--- config.mk ---
export PLATFORM = sky130hd
export DESIGN_NAME = ddrcap_top
export DESIGN_NICKNAME = d
export VERILOG_FILES = /design/src/rtl/ddrcap_pkg.sv /design/src/rtl/ddrcap_top.sv /design/src/rtl/ddrcap_fifo.sv
export SDC_FILE = /design/constraint.sdc
export NUM_CORES = 1
export LEC_CHECK = 0
export ABC_AREA = 0
export BUFFER_PORTS_ARGS = -buffer_cell sky130_fd_sc_hd__clkbuf_2
export CORE_MARGIN = 1.5
export CORE_UTILIZATION = 40
export DETAILED_ROUTE_END_ITERATION = 7
export PLACE_DENSITY_LB_ADDON = 0.25
export SYNTH_ARGS = -nofsm -noshare
export SYNTH_HDL_FRONTEND = slang
export SYNTH_SLANG_ARGS = --single-unit
--- constraint.sdc ---
create_clock -name clock_i -period 2.44 [get_ports clock_i]
set_input_delay 0 -clock clock_i [delete_from_list [all_inputs] [get_ports clock_i]]
set_output_delay 0 -clock clock_i [all_outputs]
set_load 0.05 [all_outputs]
--- src/rtl/ddrcap_pkg.sv ---
// What this block does
// - Accept 16-bit CD bus, bit 15 MSB
// - Accept 16-bit AB bus, same clocking
// - Bus-reverse bit flips sample bit order
// - Capture both buses on both clock edges
// - Strobe syncs FIFO, gives sync, or parity
// - Strobe sampled only on rising clock edge
// - Interface-reverse mirrors strobe path and buses
`default_nettype none
package ddrcap_pkg;

    // Width of each sample bus
    localparam int unsigned DDRCAP_BUS_W = 16;
    // Depth of the capture FIFO
    localparam int unsigned DDRCAP_FIFO_DEPTH = 4;
    // Synchroniser length for every pin input
    localparam int unsigned DDRCAP_SYNC_STAGES = 2;

    // Role given to the strobe pin
    typedef enum logic [1:0] {
        DDRCAP_STRB_FIFO_SYNC,
        DDRCAP_STRB_SYNC_SRC,
        DDRCAP_STRB_PARITY
    } ddrcap_strb_mode_t;

    // One captured DDR word as it enters the FIFO
    typedef struct packed {
        logic [15:0] ab;
        logic [15:0] cd;
        logic strobe;
        logic rise;
    } ddrcap_word_t;

    // Raw pin levels, grouped for the synchroniser
    typedef struct packed {
        logic clk;
        logic [15:0] ab;
        logic [15:0] cd;
        logic strobe;
        logic strobe_alt;
    } ddrcap_pins_t;

    localparam int unsigned DDRCAP_WORD_W = $bits(ddrcap_word_t);
    // Values after reset
    localparam ddrcap_word_t DDRCAP_WORD_RST = '0;
    localparam ddrcap_pins_t DDRCAP_PINS_RST = '0;
    localparam logic DDRCAP_FLAG_RST = 1'b0;

    // Mirror a sample word end for end
    function automatic logic [15:0] ddrcap_bitrev(input logic [15:0] v);
        logic [15:0] r;
        r = 16'h0000;
        for (int i = 0; i < 16; i++) begin
            r[i] = v[15 - i];
        end
        return r;
    endfunction

endpackage
`default_nettype wire

--- src/rtl/ddrcap_top.sv ---
`timescale 1ns/100ps
`default_nettype none
module ddrcap_top (
    input wire logic clock_i,
    input wire logic rstn_i,
    input wire logic forwarded_sample_clock_i,
    input wire logic [15:0] ab_sample_bus_i,
    input wire logic [15:0] cd_sample_bus_i,
    input wire logic frame_strobe_input_i,
    input wire logic frame_strobe_mirror_i,
    input wire logic bus_reverse_i,
    input wire logic interface_reverse_i,
    input wire ddrcap_pkg::ddrcap_strb_mode_t strobe_mode_i,
    output logic out_valid_o,
    input wire logic out_ready_i,
    output ddrcap_pkg::ddrcap_word_t out_word_o,
    output logic fifo_sync_o,
    output logic sync_source_o,
    output logic parity_error_o,
    output logic overflow_o
);
    import ddrcap_pkg::*;

    // First and second synchroniser stages for all pins
    ddrcap_pins_t pin_meta, next_pin_meta;
    ddrcap_pins_t pin_sync, next_pin_sync;
    // Last seen forwarded clock level, for edge finding
    logic clk_prev, next_clk_prev;
    // Registered capture word and its strobe
    ddrcap_word_t cap_word, next_cap_word;
    logic cap_valid, next_cap_valid;
    // Strobe role pulses and sticky overflow
    logic fifo_sync, next_fifo_sync;
    logic sync_src, next_sync_src;
    logic parity_err, next_parity_err;
    logic overflow, next_overflow;
    // Edge and selection terms
    logic rise_now, fall_now;
    logic [15:0] ab_pick, cd_pick, ab_ord, cd_ord;
    logic strb_pick, rev_order, fifo_in_ready;

    // Synchroniser shift; clock and data share the same delay so they stay aligned
    always_comb begin
        next_pin_meta.clk = forwarded_sample_clock_i;
        next_pin_meta.ab = ab_sample_bus_i;
        next_pin_meta.cd = cd_sample_bus_i;
        next_pin_meta.strobe = frame_strobe_input_i;
        next_pin_meta.strobe_alt = frame_strobe_mirror_i;
        next_pin_sync = pin_meta;
        next_clk_prev = pin_sync.clk;
    end

    // Synchroniser registers
    always_ff @(posedge clock_i or negedge rstn_i) begin
        if (!rstn_i) begin
            pin_meta <= DDRCAP_PINS_RST;
            pin_sync <= DDRCAP_PINS_RST;
            clk_prev <= DDRCAP_FLAG_RST;
        end else begin
            pin_meta <= next_pin_meta;
            pin_sync <= next_pin_sync;
            clk_prev <= next_clk_prev;
        end
    end

    // Both edges of the forwarded clock are found here
    assign rise_now = pin_sync.clk && !clk_prev;
    assign fall_now = !pin_sync.clk && clk_prev;

    // Lane selection: a mirrored interface swaps the buses and the strobe pin
    always_comb begin
        ab_pick = interface_reverse_i ? pin_sync.cd : pin_sync.ab;
        cd_pick = interface_reverse_i ? pin_sync.ab : pin_sync.cd;
        strb_pick = interface_reverse_i ? pin_sync.strobe_alt : pin_sync.strobe;
        // A full mirror also flips bit order, so either bit does it
        rev_order = bus_reverse_i || interface_reverse_i;
        ab_ord = rev_order ? ddrcap_bitrev(ab_pick) : ab_pick;
        cd_ord = rev_order ? ddrcap_bitrev(cd_pick) : cd_pick;
    end

    // Capture on every edge; strobe taken only on the rising one
    always_comb begin
        next_cap_valid = rise_now || fall_now;
        next_cap_word = cap_word;
        if (rise_now || fall_now) begin
            next_cap_word.ab = ab_ord;
            next_cap_word.cd = cd_ord;
            next_cap_word.strobe = rise_now && strb_pick;
            next_cap_word.rise = rise_now;
        end
        // Strobe roles, each a one-cycle pulse on a rising edge
        next_fifo_sync = rise_now && strb_pick && (strobe_mode_i == DDRCAP_STRB_FIFO_SYNC);
        next_sync_src = rise_now && strb_pick && (strobe_mode_i == DDRCAP_STRB_SYNC_SRC);
        // Even parity over the AB word plus the parity bit
        next_parity_err = rise_now && (strobe_mode_i == DDRCAP_STRB_PARITY)
                          && ((^ab_ord) != strb_pick);
        // The source cannot be stalled, so a refused word is lost and flagged
        next_overflow = overflow || (cap_valid && !fifo_in_ready);
    end

    // Capture registers
    always_ff @(posedge clock_i or negedge rstn_i) begin
        if (!rstn_i) begin
            cap_word <= DDRCAP_WORD_RST;
            cap_valid <= DDRCAP_FLAG_RST;
            fifo_sync <= DDRCAP_FLAG_RST;
            sync_src <= DDRCAP_FLAG_RST;
            parity_err <= DDRCAP_FLAG_RST;
            overflow <= DDRCAP_FLAG_RST;
        end else begin
            cap_word <= next_cap_word;
            cap_valid <= next_cap_valid;
            fifo_sync <= next_fifo_sync;
            sync_src <= next_sync_src;
            parity_err <= next_parity_err;
            overflow <= next_overflow;
        end
    end

    // Role pulses and the overflow flag leave straight from their flops
    assign fifo_sync_o = fifo_sync;
    assign sync_source_o = sync_src;
    assign parity_error_o = parity_err;
    assign overflow_o = overflow;

    // Elastic store between capture and the consumer
    ddrcap_fifo #(
        .WIDTH(DDRCAP_WORD_W),
        .DEPTH(DDRCAP_FIFO_DEPTH)
    ) u_fifo (
        .clock_i(clock_i),
        .rstn_i(rstn_i),
        .in_valid_i(cap_valid),
        .in_ready_o(fifo_in_ready),
        .in_data_i(cap_word),
        .out_valid_o(out_valid_o),
        .out_ready_i(out_ready_i),
        .out_data_o(out_word_o)
    );
endmodule
`default_nettype wire

--- src/rtl/ddrcap_fifo.sv ---
`timescale 1ns/100ps
`default_nettype none
module ddrcap_fifo #(
    parameter int unsigned WIDTH = 34,
    parameter int unsigned DEPTH = 4
) (
    input wire logic clock_i,
    input wire logic rstn_i,
    input wire logic in_valid_i,
    output logic in_ready_o,
    input wire logic [WIDTH-1:0] in_data_i,
    output logic out_valid_o,
    input wire logic out_ready_i,
    output logic [WIDTH-1:0] out_data_o
);
    localparam int unsigned PW = (DEPTH > 1) ? $clog2(DEPTH) : 1;
    localparam logic [PW:0] DEPTH_C = (PW + 1)'(DEPTH);
    localparam logic [PW-1:0] LAST_C = PW'(DEPTH - 1);

    // Storage words
    logic [WIDTH-1:0] mem [DEPTH];
    logic [PW-1:0] wr_ptr, next_wr_ptr;
    logic [PW-1:0] rd_ptr, next_rd_ptr;
    // Fill level, one bit wider than the pointers
    logic [PW:0] count, next_count;
    logic push, pop;

    // Honest flags straight from the fill level
    assign in_ready_o = (count != DEPTH_C);
    assign out_valid_o = (count != '0);
    assign out_data_o = mem[rd_ptr];
    assign push = in_valid_i && in_ready_o;
    assign pop = out_valid_o && out_ready_i;

    // Pointer and level update; wrap by compare since depth need not be a power of two
    always_comb begin
        next_wr_ptr = wr_ptr;
        next_rd_ptr = rd_ptr;
        next_count = count;
        if (push) begin
            next_wr_ptr = (wr_ptr == LAST_C) ? '0 : wr_ptr + 1'b1;
        end
        if (pop) begin
            next_rd_ptr = (rd_ptr == LAST_C) ? '0 : rd_ptr + 1'b1;
        end
        if (push && !pop) begin
            next_count = count + 1'b1;
        end else if (pop && !push) begin
            next_count = count - 1'b1;
        end
    end

    // Pointer registers
    always_ff @(posedge clock_i or negedge rstn_i) begin
        if (!rstn_i) begin
            wr_ptr <= '0;
            rd_ptr <= '0;
            count <= '0;
        end else begin
            wr_ptr <= next_wr_ptr;
            rd_ptr <= next_rd_ptr;
            count <= next_count;
        end
    end

    // Storage has no reset; only written words are ever read
    always_ff @(posedge clock_i) begin
        if (push) begin
            mem[wr_ptr] <= in_data_i;
        end
    end
endmodule
`default_nettype wire

Word-level counts from Yosys, hierarchy flattened
Memory sizes are Yosys's and may differ from the RTL's.
Cells that the tools add are included.
Operators by class
  $add $sub $neg: 4
  equal/unequal tests: 6
  muxes and demuxes: 11
  reductions and logical operators: 24
Operators with widths (count)
  two-way mux 16 bit: 4
  parity 16 bit: 1
  logical AND 1 bit: 12
  == test 2 bit, second input constant: 3
  two-way mux 3 bit: 2
  zero test 1 bit: 5
  adder 2 x 1 -> 2 bit, second input constant: 2
  two-way mux 2 bit: 2
  adder 3 x 1 -> 3 bit, second input constant: 1
  logical OR 1 bit: 3
  two-way mux 1 bit: 3
  != test 3 bit, second input constant: 1
  nonzero test 3 bit: 1
  subtractor 3 x 1 -> 3 bit, second input constant: 1
  == test 2 x 1 -> 1 bit, second input constant: 1
  zero test 2 bit: 1
  nonzero test 2 bit: 1
  != test 1 bit: 1
Storage, ports and cells
  flip-flop bits (word level): 117
  bits in writable memories: 136
  input port bits: 42
  logic and storage cells: 69
  memories: 1
Memory list
  u_fifo.mem: words 4, bits a word 34, rd ports 1, clocked after Yosys merged registers in 0, wr ports 1, RTL line ddrcap_fifo.sv:21  | logic [WIDTH-1:0] mem [DEPTH];

Logic depth before layout (Yosys ltp)
Gate-level depths: netlist of the first run.
  word-level depth: 6
  depth in mapped cells: 10
  gate-level depth less buffers: 8

By module
From an unflattened synthesis of the first run, not the netlist that was laid out.
Unflattened totals
  cells, all modules: 520
  area, all modules: 9350.2 um^2
Modules (own cells, without submodules)
  ddrcap_fifo: instances 1, cells each 214, area each 5338.9 um^2, seq. area each 4259.1 um^2
  ddrcap_top: instances 1, cells each 306, area each 4011.3 um^2, seq. area each 2752.6 um^2

Worst setup path after synthesis of the first run
No wires, ideal clock.
  path kind: register -> register
  start point: register u_fifo.count[2]
  end point: register u_fifo.count[2]
  arrival time: 2.287 ns
  required time: 2.361 ns
  setup slack: 0.074 ns
  stages on the path, launching flop included: 9
  path buffers: 0
  clock period less this slack: 2.366 ns
  cell sequence: dfrtp_1 > or3_1 > nand2_1 > ha_1 > inv_1 > fa_1 > xor2_1 > nor2_1 > xor2_1
On the way
  longest elaborated chain between the ends: 5
  elaborated cells between the ends (all ways): 13
Ends and longest elaborated chain
  start: declaration: RTL line ddrcap_fifo.sv:25  | logic [PW:0] count, next_count;
  start signal: assignment: RTL line ddrcap_fifo.sv:62  | count <= next_count;
  nonzero test 3 bit (*): RTL line ddrcap_fifo.sv:30  | assign out_valid_o = (count != '0);
  via out_valid_o: RTL line ddrcap_top.sv:14  | output logic out_valid_o,
  logical AND 1 bit (*): RTL line ddrcap_fifo.sv:33  | assign pop = out_valid_o && out_ready_i;
  zero test 1 bit: RTL line ddrcap_fifo.sv:46  | if (push && !pop) begin
  logical AND 1 bit: RTL line ddrcap_fifo.sv:46
  two-way mux 3 bit / nonzero test 2 bit (equally long branches)
The timed path passes the listed nets; every way through them passes the cells marked *. The select of a mux whose other input is x is not followed.
A chain may end at the register's enable or synchronous reset.

Worst setup path after layout of the first run
  start point: register u_fifo.count[2]
  end point: register u_fifo.count[2]
On the way
  longest elaborated chain between the ends: 5
  elaborated cells between the ends (all ways): 13
Ends and longest elaborated chain
  parallel branches: the longest is 5 deep, another holds subtractor 3 x 1 -> 3 bit
Several ways; the timed one is not identified. The select of a mux whose other input is x is not followed.

==> impl_metrics.json, run 1 <==
{
  "result_of_the_run": "completed",
  "synth-edff-count": 136,
  "final-setup-viol-count": 0,
  "final.hold.worst_slack_ns": 0.05801,
  "timing.setup.critical_path_class": "reg2reg",
  "worstSetupEndpointType": "flop",
  "via_count_of_the_first_global_routing_pass": 4821,
  "synth_area_in_compound_gates_pct": 3.429,
  "launch_point_of_the_worst_hold_path": "interface_reverse_i",
  "final.min_clock_period_ns": 2.196,
  "fraction_of_the_yosys_area_taken_by_sequential_cells_pct": 75.36,
  "syn_area_sq_um": 9304,
  "count_of_different_cell_masters_after_synthesis": 33,
  "cp_top_family": "simple AND/OR/NAND/NOR gates",
  "synthSimpleGateAreaFrac_pct": 3.254,
  "routed_wire_length_per_instance_um": 17.12,
  "reg2reg_depth": 8,
  "most_common_cell_after_layout_fill_and_taps_aside": "edfxtp_1",
  "cts.clk_slew.worst_paths_ns": 0.06,
  "tns_ns": 0,
  "synth_async_sr_flop_share_pct": 46.25,
  "regToRegStartpoint": "u_fifo.count[2]",
  "postCtsResizedCells": 0,
  "reg2reg_slack_ns": 0.24,
  "layout_worst_path_cycle_share_pct": 89.99,
  "final_layout_size_suffix_gt1_share_pct": 26.41,
  "rows": 55,
  "worst_hold_path_type": "in2reg",
  "h-tree-depth": 1,
  "drt_pre_antenna_iters": 6,
  "detailedPlace.worstSlack_ns": 0.2071,
  "synth_adder_area_share_pct": 1.157,
  "vias": 4738,
  "clockBufferDepth": 3,
  "tritoncts": "built",
  "grt_start_max_net_pins": 71,
  "avg_vias_per_cell": 4.941,
  "start_kind": "flop",
  "detail_route.drc_violations": 0,
  "num-fill-cells": 1882,
  "cts_root_buffer": "clkbuf_16",
  "antenna-diode-count": 0,
  "rsz0062_at_grt": "no",
  "floorplan.io_pins": 81,
  "detailed_place_hpwl_mm": 10.42,
  "layout_common_cells": "edfxtp_1 (136), dfrtp_1 (116), clkbuf_2 (79)",
  "die_height_um": 155.5,
  "grt_pass1_wl_mm": 26.41,
  "whs_endpoint": "cap_word[17]",
  "layout-area-overhead-vs-synth_pct": 21.95,
  "routed_wl_mm": 16.42,
  "power_density_nw_per_um2": 1191,
  "dominantRegCellSynth": "edfxtp_1",
  "timing.fmax_mhz": 455.4,
  "cts-buffers-inserted": 25,
  "syn-instance-count": 521,
  "slowest_delay_ns": 0.43,
  "grtUsageTotal_pct": 14.28,
  "maxCapViolCount": 0,
  "place_area_sq_um": 10120,
  "yosysWarningCount": 0,
  "power.ir.vdd_worst_mv": 0.5797,
  "worstPathCellList": "or3_1 -> nand2_1 -> ha_1 -> inv_1 -> fa_1 -> xor2_1 -> nor2_1 -> xor2_1",
  "cts.sink_count": 253,
  "utilization_pct": 49.96,
  "timing.critical_path.fanout_max": 4,
  "cts_hold_buf": 40,
  "whs_path_depth": 4,
  "crit_path_frequent_cell": "xor2_1",
  "floorplan.die.width_um": 155.5,
  "synthXorXnorAreaFrac_pct": 2.058,
  "average_footprint_of_a_synthesized_cell_sq_um": 17.86,
  "placement.io_buffers": 80,
  "maxSlewViolCount": 0,
  "route.antenna.remaining_nets": 0,
  "layout.nets": 707,
  "design.die.area_sq_um": 24180,
  "crit_arrival_ns": 2.63,
  "drt_first_iter_violations": 177,
  "postSynthRegisterBits": 253,
  "synth_top_family_by_area": "multiplexers",
  "max_slew.worst_pin.slew_ns": 0.8630,
  "worstPathRequired_ns": 2.88,
  "finalWeightedCongestion": 0.7953,
  "synth_nets": 571,
  "leakagePower_nw": 4.510,
  "timing.final.ws_setup_ns": 0.2443,
  "skew_ns": 0.008506,
  "yosys-mux-area-fraction_pct": 13.25,
  "worstPathBufferInverterCount": 1,
  "clkLatencyLatePin_ns": 0.51,
  "timing_hold_violations_final": 0,
  "worst_slew_margin_rel_pct": 42.47,
  "core_sq_um": 22710,
  "crit_path_top_delay_cell": "fa_1",
  "initial_core_utilization_pct": 40.97,
  "grt_antenna_before_repair": 0,
  "design_area_sq_um": 11350,
  "cts_setup_buffers": 0,
  "timing.rr.end": "u_fifo.count[2]",
  "grt_overflow": 0
}
-- where the power goes --
group	total, mW	leakage (nW)	internal [mW]	switching (mW)
logic	4.03	1.45	1.33	2.70
registers	5.70	2.65	5.37	0.330
clock network	3.78	0.405	2.27	1.51
total	13.5	4.51	8.96	4.55
-- logic make-up after synthesis --
| logic type | Yosys count |
|---|---|
| compound gates | 62 |
| buf+inv | 30 |
| flops | 253 |
| mux | 78 |
| simple gates | 74 |
| xor+xnor | 16 |
| fa+ha+maj | 8 |
-- Yosys cell counts (4+ instances only) --
master / count / area [sq um]
mux2i_1: 31 / 310.3
nand2_1: 38 / 142.6
mux4_2: 34 / 765.7
xnor2_1: 10 / 87.58
buf_2: 6 / 30.03
nor2_1: 27 / 101.4
ha_1: 7 / 87.58
mux2_2: 5 / 56.30
a21oi_1: 24 / 120.1
inv_1: 5 / 18.77
dfrtp_1: 117 / 2928
and2_1: 4 / 25.02
o21ai_0: 35 / 175.2
mux2_1: 5 / 56.30
edfxtp_1: 136 / 4084
clkbuf_1: 12 / 45.04
buf_1: 5 / 18.77
-- area by class of cell --
class	instances	area (sq um)	area share, %
flip-flops and latches	253	7013	61.81
well taps	285	356.6	3.143
multi-input cells	238	2153	18.98
clock inverters	15	150.1	1.323
inverters	5	18.77	0.1654
clock buffers	29	670.6	5.911
repair buffers	134	983.4	8.668
-- routing by layer --
layer	wire length [um]	part of all wire, %	global-route usage, %	vias to the layer above
met4	548	3.3	5.034	0
met1	7366	45	19.59	2385
met5	0	0	0	-
li1	-	-	-	2207
met3	691	4.2	2.563	36
met2	7812	48	23.07	110
-- stage by stage --
stage                     cells  total power, mW
after CTS                   959            13.73
after global placement      875            9.774
after global routing        959            14.15
final                       959            13.51
after detailed placement    875            9.871
after floorplan             521            8.745
-- how the worst max path moves through the flow --
stage / from / to / slack (ns) / depth (start not counted)
after floorplan: u_fifo.count[2] / u_fifo.count[2] / 0.07 / 8
after global placement: u_fifo.count[2] / u_fifo.count[2] / 0.33 / 8
after detailed placement: bus_reverse_i / parity_error_o / 0.21 / 9
after CTS: u_fifo.count[2] / u_fifo.count[2] / 0.22 / 8
after global routing: u_fifo.count[2] / u_fifo.count[2] / 0.1 / 8
final: u_fifo.count[2] / u_fifo.count[2] / 0.24 / 8
-- worst register-to-register path, delay by kind of cell (launching register included) --
family,cells,cell delay [ns]
buffers and inverters,1,0.07
xor gates and xnor gates,2,0.32
adders and majority gates,2,0.64
and+or+nand+nor,3,0.67
DFF,1,0.42
-- flip-flops by register name, summed over array words and instances, names as in the netlist --
name	cells
u_fifo.mem	136
next_pin_sync	35
cap_word	34
pin_sync	34
u_fifo.count	3
u_fifo.rd_ptr	2
u_fifo.wr_ptr	2
cap_valid	1
clk_prev	1
fifo_sync_o	1
next_clk_prev	1
overflow_o	1
parity_error_o	1
sync_source_o	1
No activity file was read; power rests on OpenSTA's default activity.
==> inputs of run 2 (changes only) <==
--- a/config.mk
+++ b/config.mk
@@ -10,6 +10,8 @@
 export CORE_MARGIN = 1.5
 export CORE_UTILIZATION = 40
 export DETAILED_ROUTE_END_ITERATION = 7
+export GPL_ROUTABILITY_DRIVEN = 0
+export MAX_ROUTING_LAYER = met4
 export PLACE_DENSITY_LB_ADDON = 0.25
 export SYNTH_ARGS = -nofsm -noshare
 export SYNTH_HDL_FRONTEND = slang
==> run 2 against run 1 <==
- worst hold slack better by 0.0053 ns
- combinational power about the same
- critical path depth unchanged
- worst setup slack about the same
- largest power group unchanged
- final cell count unchanged
- sequential share of layout area unchanged
- sequential cell count unchanged
- routed wire length up 0.12%
- global-route usage up 0.43 points
- critical path type unchanged
- highest routed layer unchanged
- clock power about the same
==> impl_metrics.json, run 2 (synthesis results as in run 1) <==
{
  "result_of_the_run": "completed",
  "leakagePower_nw": 4.510,
  "max_slew.worst_pin.slew_ns": 0.8673,
  "grtUsageTotal_pct": 14.71,
  "utilization_pct": 49.96,
  "grt_overflow": 0,
  "routed_wire_length_per_instance_um": 17.14,
  "postCtsResizedCells": 0,
  "most_common_cell_after_layout_fill_and_taps_aside": "edfxtp_1",
  "final-setup-viol-count": 0,
  "timing.fmax_mhz": 455.5,
  "placement.io_buffers": 80,
  "floorplan.die.width_um": 155.5,
  "start_kind": "flop",
  "rows": 55,
  "cts.sink_count": 253,
  "layout_common_cells": "edfxtp_1 (136), dfrtp_1 (116), clkbuf_2 (79)",
  "worstPathRequired_ns": 2.88,
  "avg_vias_per_cell": 4.912,
  "h-tree-depth": 1,
  "worstPathCellList": "or3_1 -> nand2_1 -> ha_1 -> inv_1 -> fa_1 -> xor2_1 -> nor2_1 -> xor2_1",
  "tritoncts": "built",
  "clkLatencyLatePin_ns": 0.51,
  "detailedPlace.worstSlack_ns": 0.2071,
  "maxCapViolCount": 0,
  "crit_path_frequent_cell": "xor2_1",
  "final.min_clock_period_ns": 2.195,
  "top_register": "u_fifo.mem",
  "clockBufferDepth": 3,
  "detailed_place_hpwl_mm": 10.42,
  "worst_slew_margin_rel_pct": 42.18,
  "grt_antenna_before_repair": 0,
  "skew_ns": 0.007146,
  "cts-buffers-inserted": 25,
  "slowest_delay_ns": 0.43,
  "floorplan.io_pins": 81,
  "core_sq_um": 22710,
  "layout-area-overhead-vs-synth_pct": 21.95,
  "final_layout_size_suffix_gt1_share_pct": 26.41,
  "die_height_um": 155.5,
  "drt_first_iter_violations": 235,
  "tns_ns": 0,
  "multiInputGateArea_sq_um": 2153,
  "cts.clk_slew.worst_paths_ns": 0.06,
  "rsz0062_at_grt": "no",
  "detail_route.drc_violations": 0,
  "crit_arrival_ns": 2.63,
  "timing_hold_violations_final": 0,
  "power.ir.vdd_worst_mv": 0.5806,
  "num-fill-cells": 1882,
  "layout_worst_path_cycle_share_pct": 89.97,
  "initial_core_utilization_pct": 40.97,
  "worst_hold_path_type": "in2reg",
  "grt_start_max_net_pins": 71,
  "largest_register_ff_count": 136,
  "layout.nets": 707,
  "route.antenna.remaining_nets": 0,
  "finalPower_mw": 13.51,
  "seqCellArea_sq_um": 7013,
  "design.die.area_sq_um": 24180,
  "drt_pre_antenna_iters": 6,
  "maxSlewViolCount": 0,
  "routed_wl_mm": 16.44,
  "via_count_of_the_first_global_routing_pass": 4823,
  "timing.final.ws_setup_ns": 0.2447,
  "crit_path_top_delay_cell": "fa_1",
  "worstSetupEndpointType": "flop",
  "vias": 4711,
  "grt_pass1_wl_mm": 26.40,
  "antenna-diode-count": 0,
  "power_density_nw_per_um2": 1190,
  "cts_root_buffer": "clkbuf_16",
  "timing.setup.critical_path_class": "reg2reg",
  "timing.critical_path.fanout_max": 4
}
## run 2: cell counts in the layout (fill, tap and decap cells not counted)
Identical to the previous run, type by type.
## run 2: routing by layer
layer	GRT usage [%]	share of wire, %	wire length [um]
met2	23.04	48	7863
met4	5.034	3.2	526
met5	-	0	0
met1	19.63	45	7473
met3	2.507	3.5	574
## run 2: where the power goes
part	switching (mW)	internal (mW)
sequential	0.330	5.37
clock	1.51	2.27
combinational	2.70	1.33
total	4.54	8.96
## run 2: repair_timing
action                                 in CTS  in global routing
hold buffers                               40                  0
endpoints found under the hold margin     107                  0
buffers inserted                            0                  0
## run 2: worst max-delay path: cells and delay by family (launching register included)
kind | cells | cell delay, ns
AND/OR/NAND/NOR | 3 | 0.67
adder cells (fa/ha/maj) | 2 | 0.64
flip-flops | 1 | 0.42
XOR/XNOR | 2 | 0.32
buffers and inverters | 1 | 0.07
## run 2: layout make-up
type	count	area share [%]
Sequential cell	253	61.81
Multi-Input combinational cell	238	18.98
Timing Repair Buffer	134	8.668
Clock buffer	29	5.911
Tap cell	285	3.143
Clock inverter	15	1.323
Inverter	5	0.1654
## run 2: path summary, 6_finish.rpt
| kind | from | to | slack, ns | cells past startpoint |
|---|---|---|---|---|
| max in group asynchronous | rstn_i | pin_sync[2] | 1.53 | 3 |
| min reg2reg | next_pin_sync[11] | pin_sync[11] | 0.35 | 0 |
| max | u_fifo.count[2] | u_fifo.count[2] | 0.24 | 8 |
| min | interface_reverse_i | cap_word[17] | 0.06 | 4 |
| max reg2reg | u_fifo.count[2] | u_fifo.count[2] | 0.24 | 8 |
| min in group asynchronous | rstn_i | u_fifo.rd_ptr[1] | 0.14 | 2 |
## run 2: per-stage QoR
stage	cells	area, sq um	hold WS (ns)
5_1_grt	959	11350	0.1018
3_5_place_dp	875	10120	0.1096
4_1_cts	959	11350	0.03955
6_report	959	11350	0.06335
3_3_place_gp	875	10120	0.1080
2_1_floorplan	521	9304	-0.2956
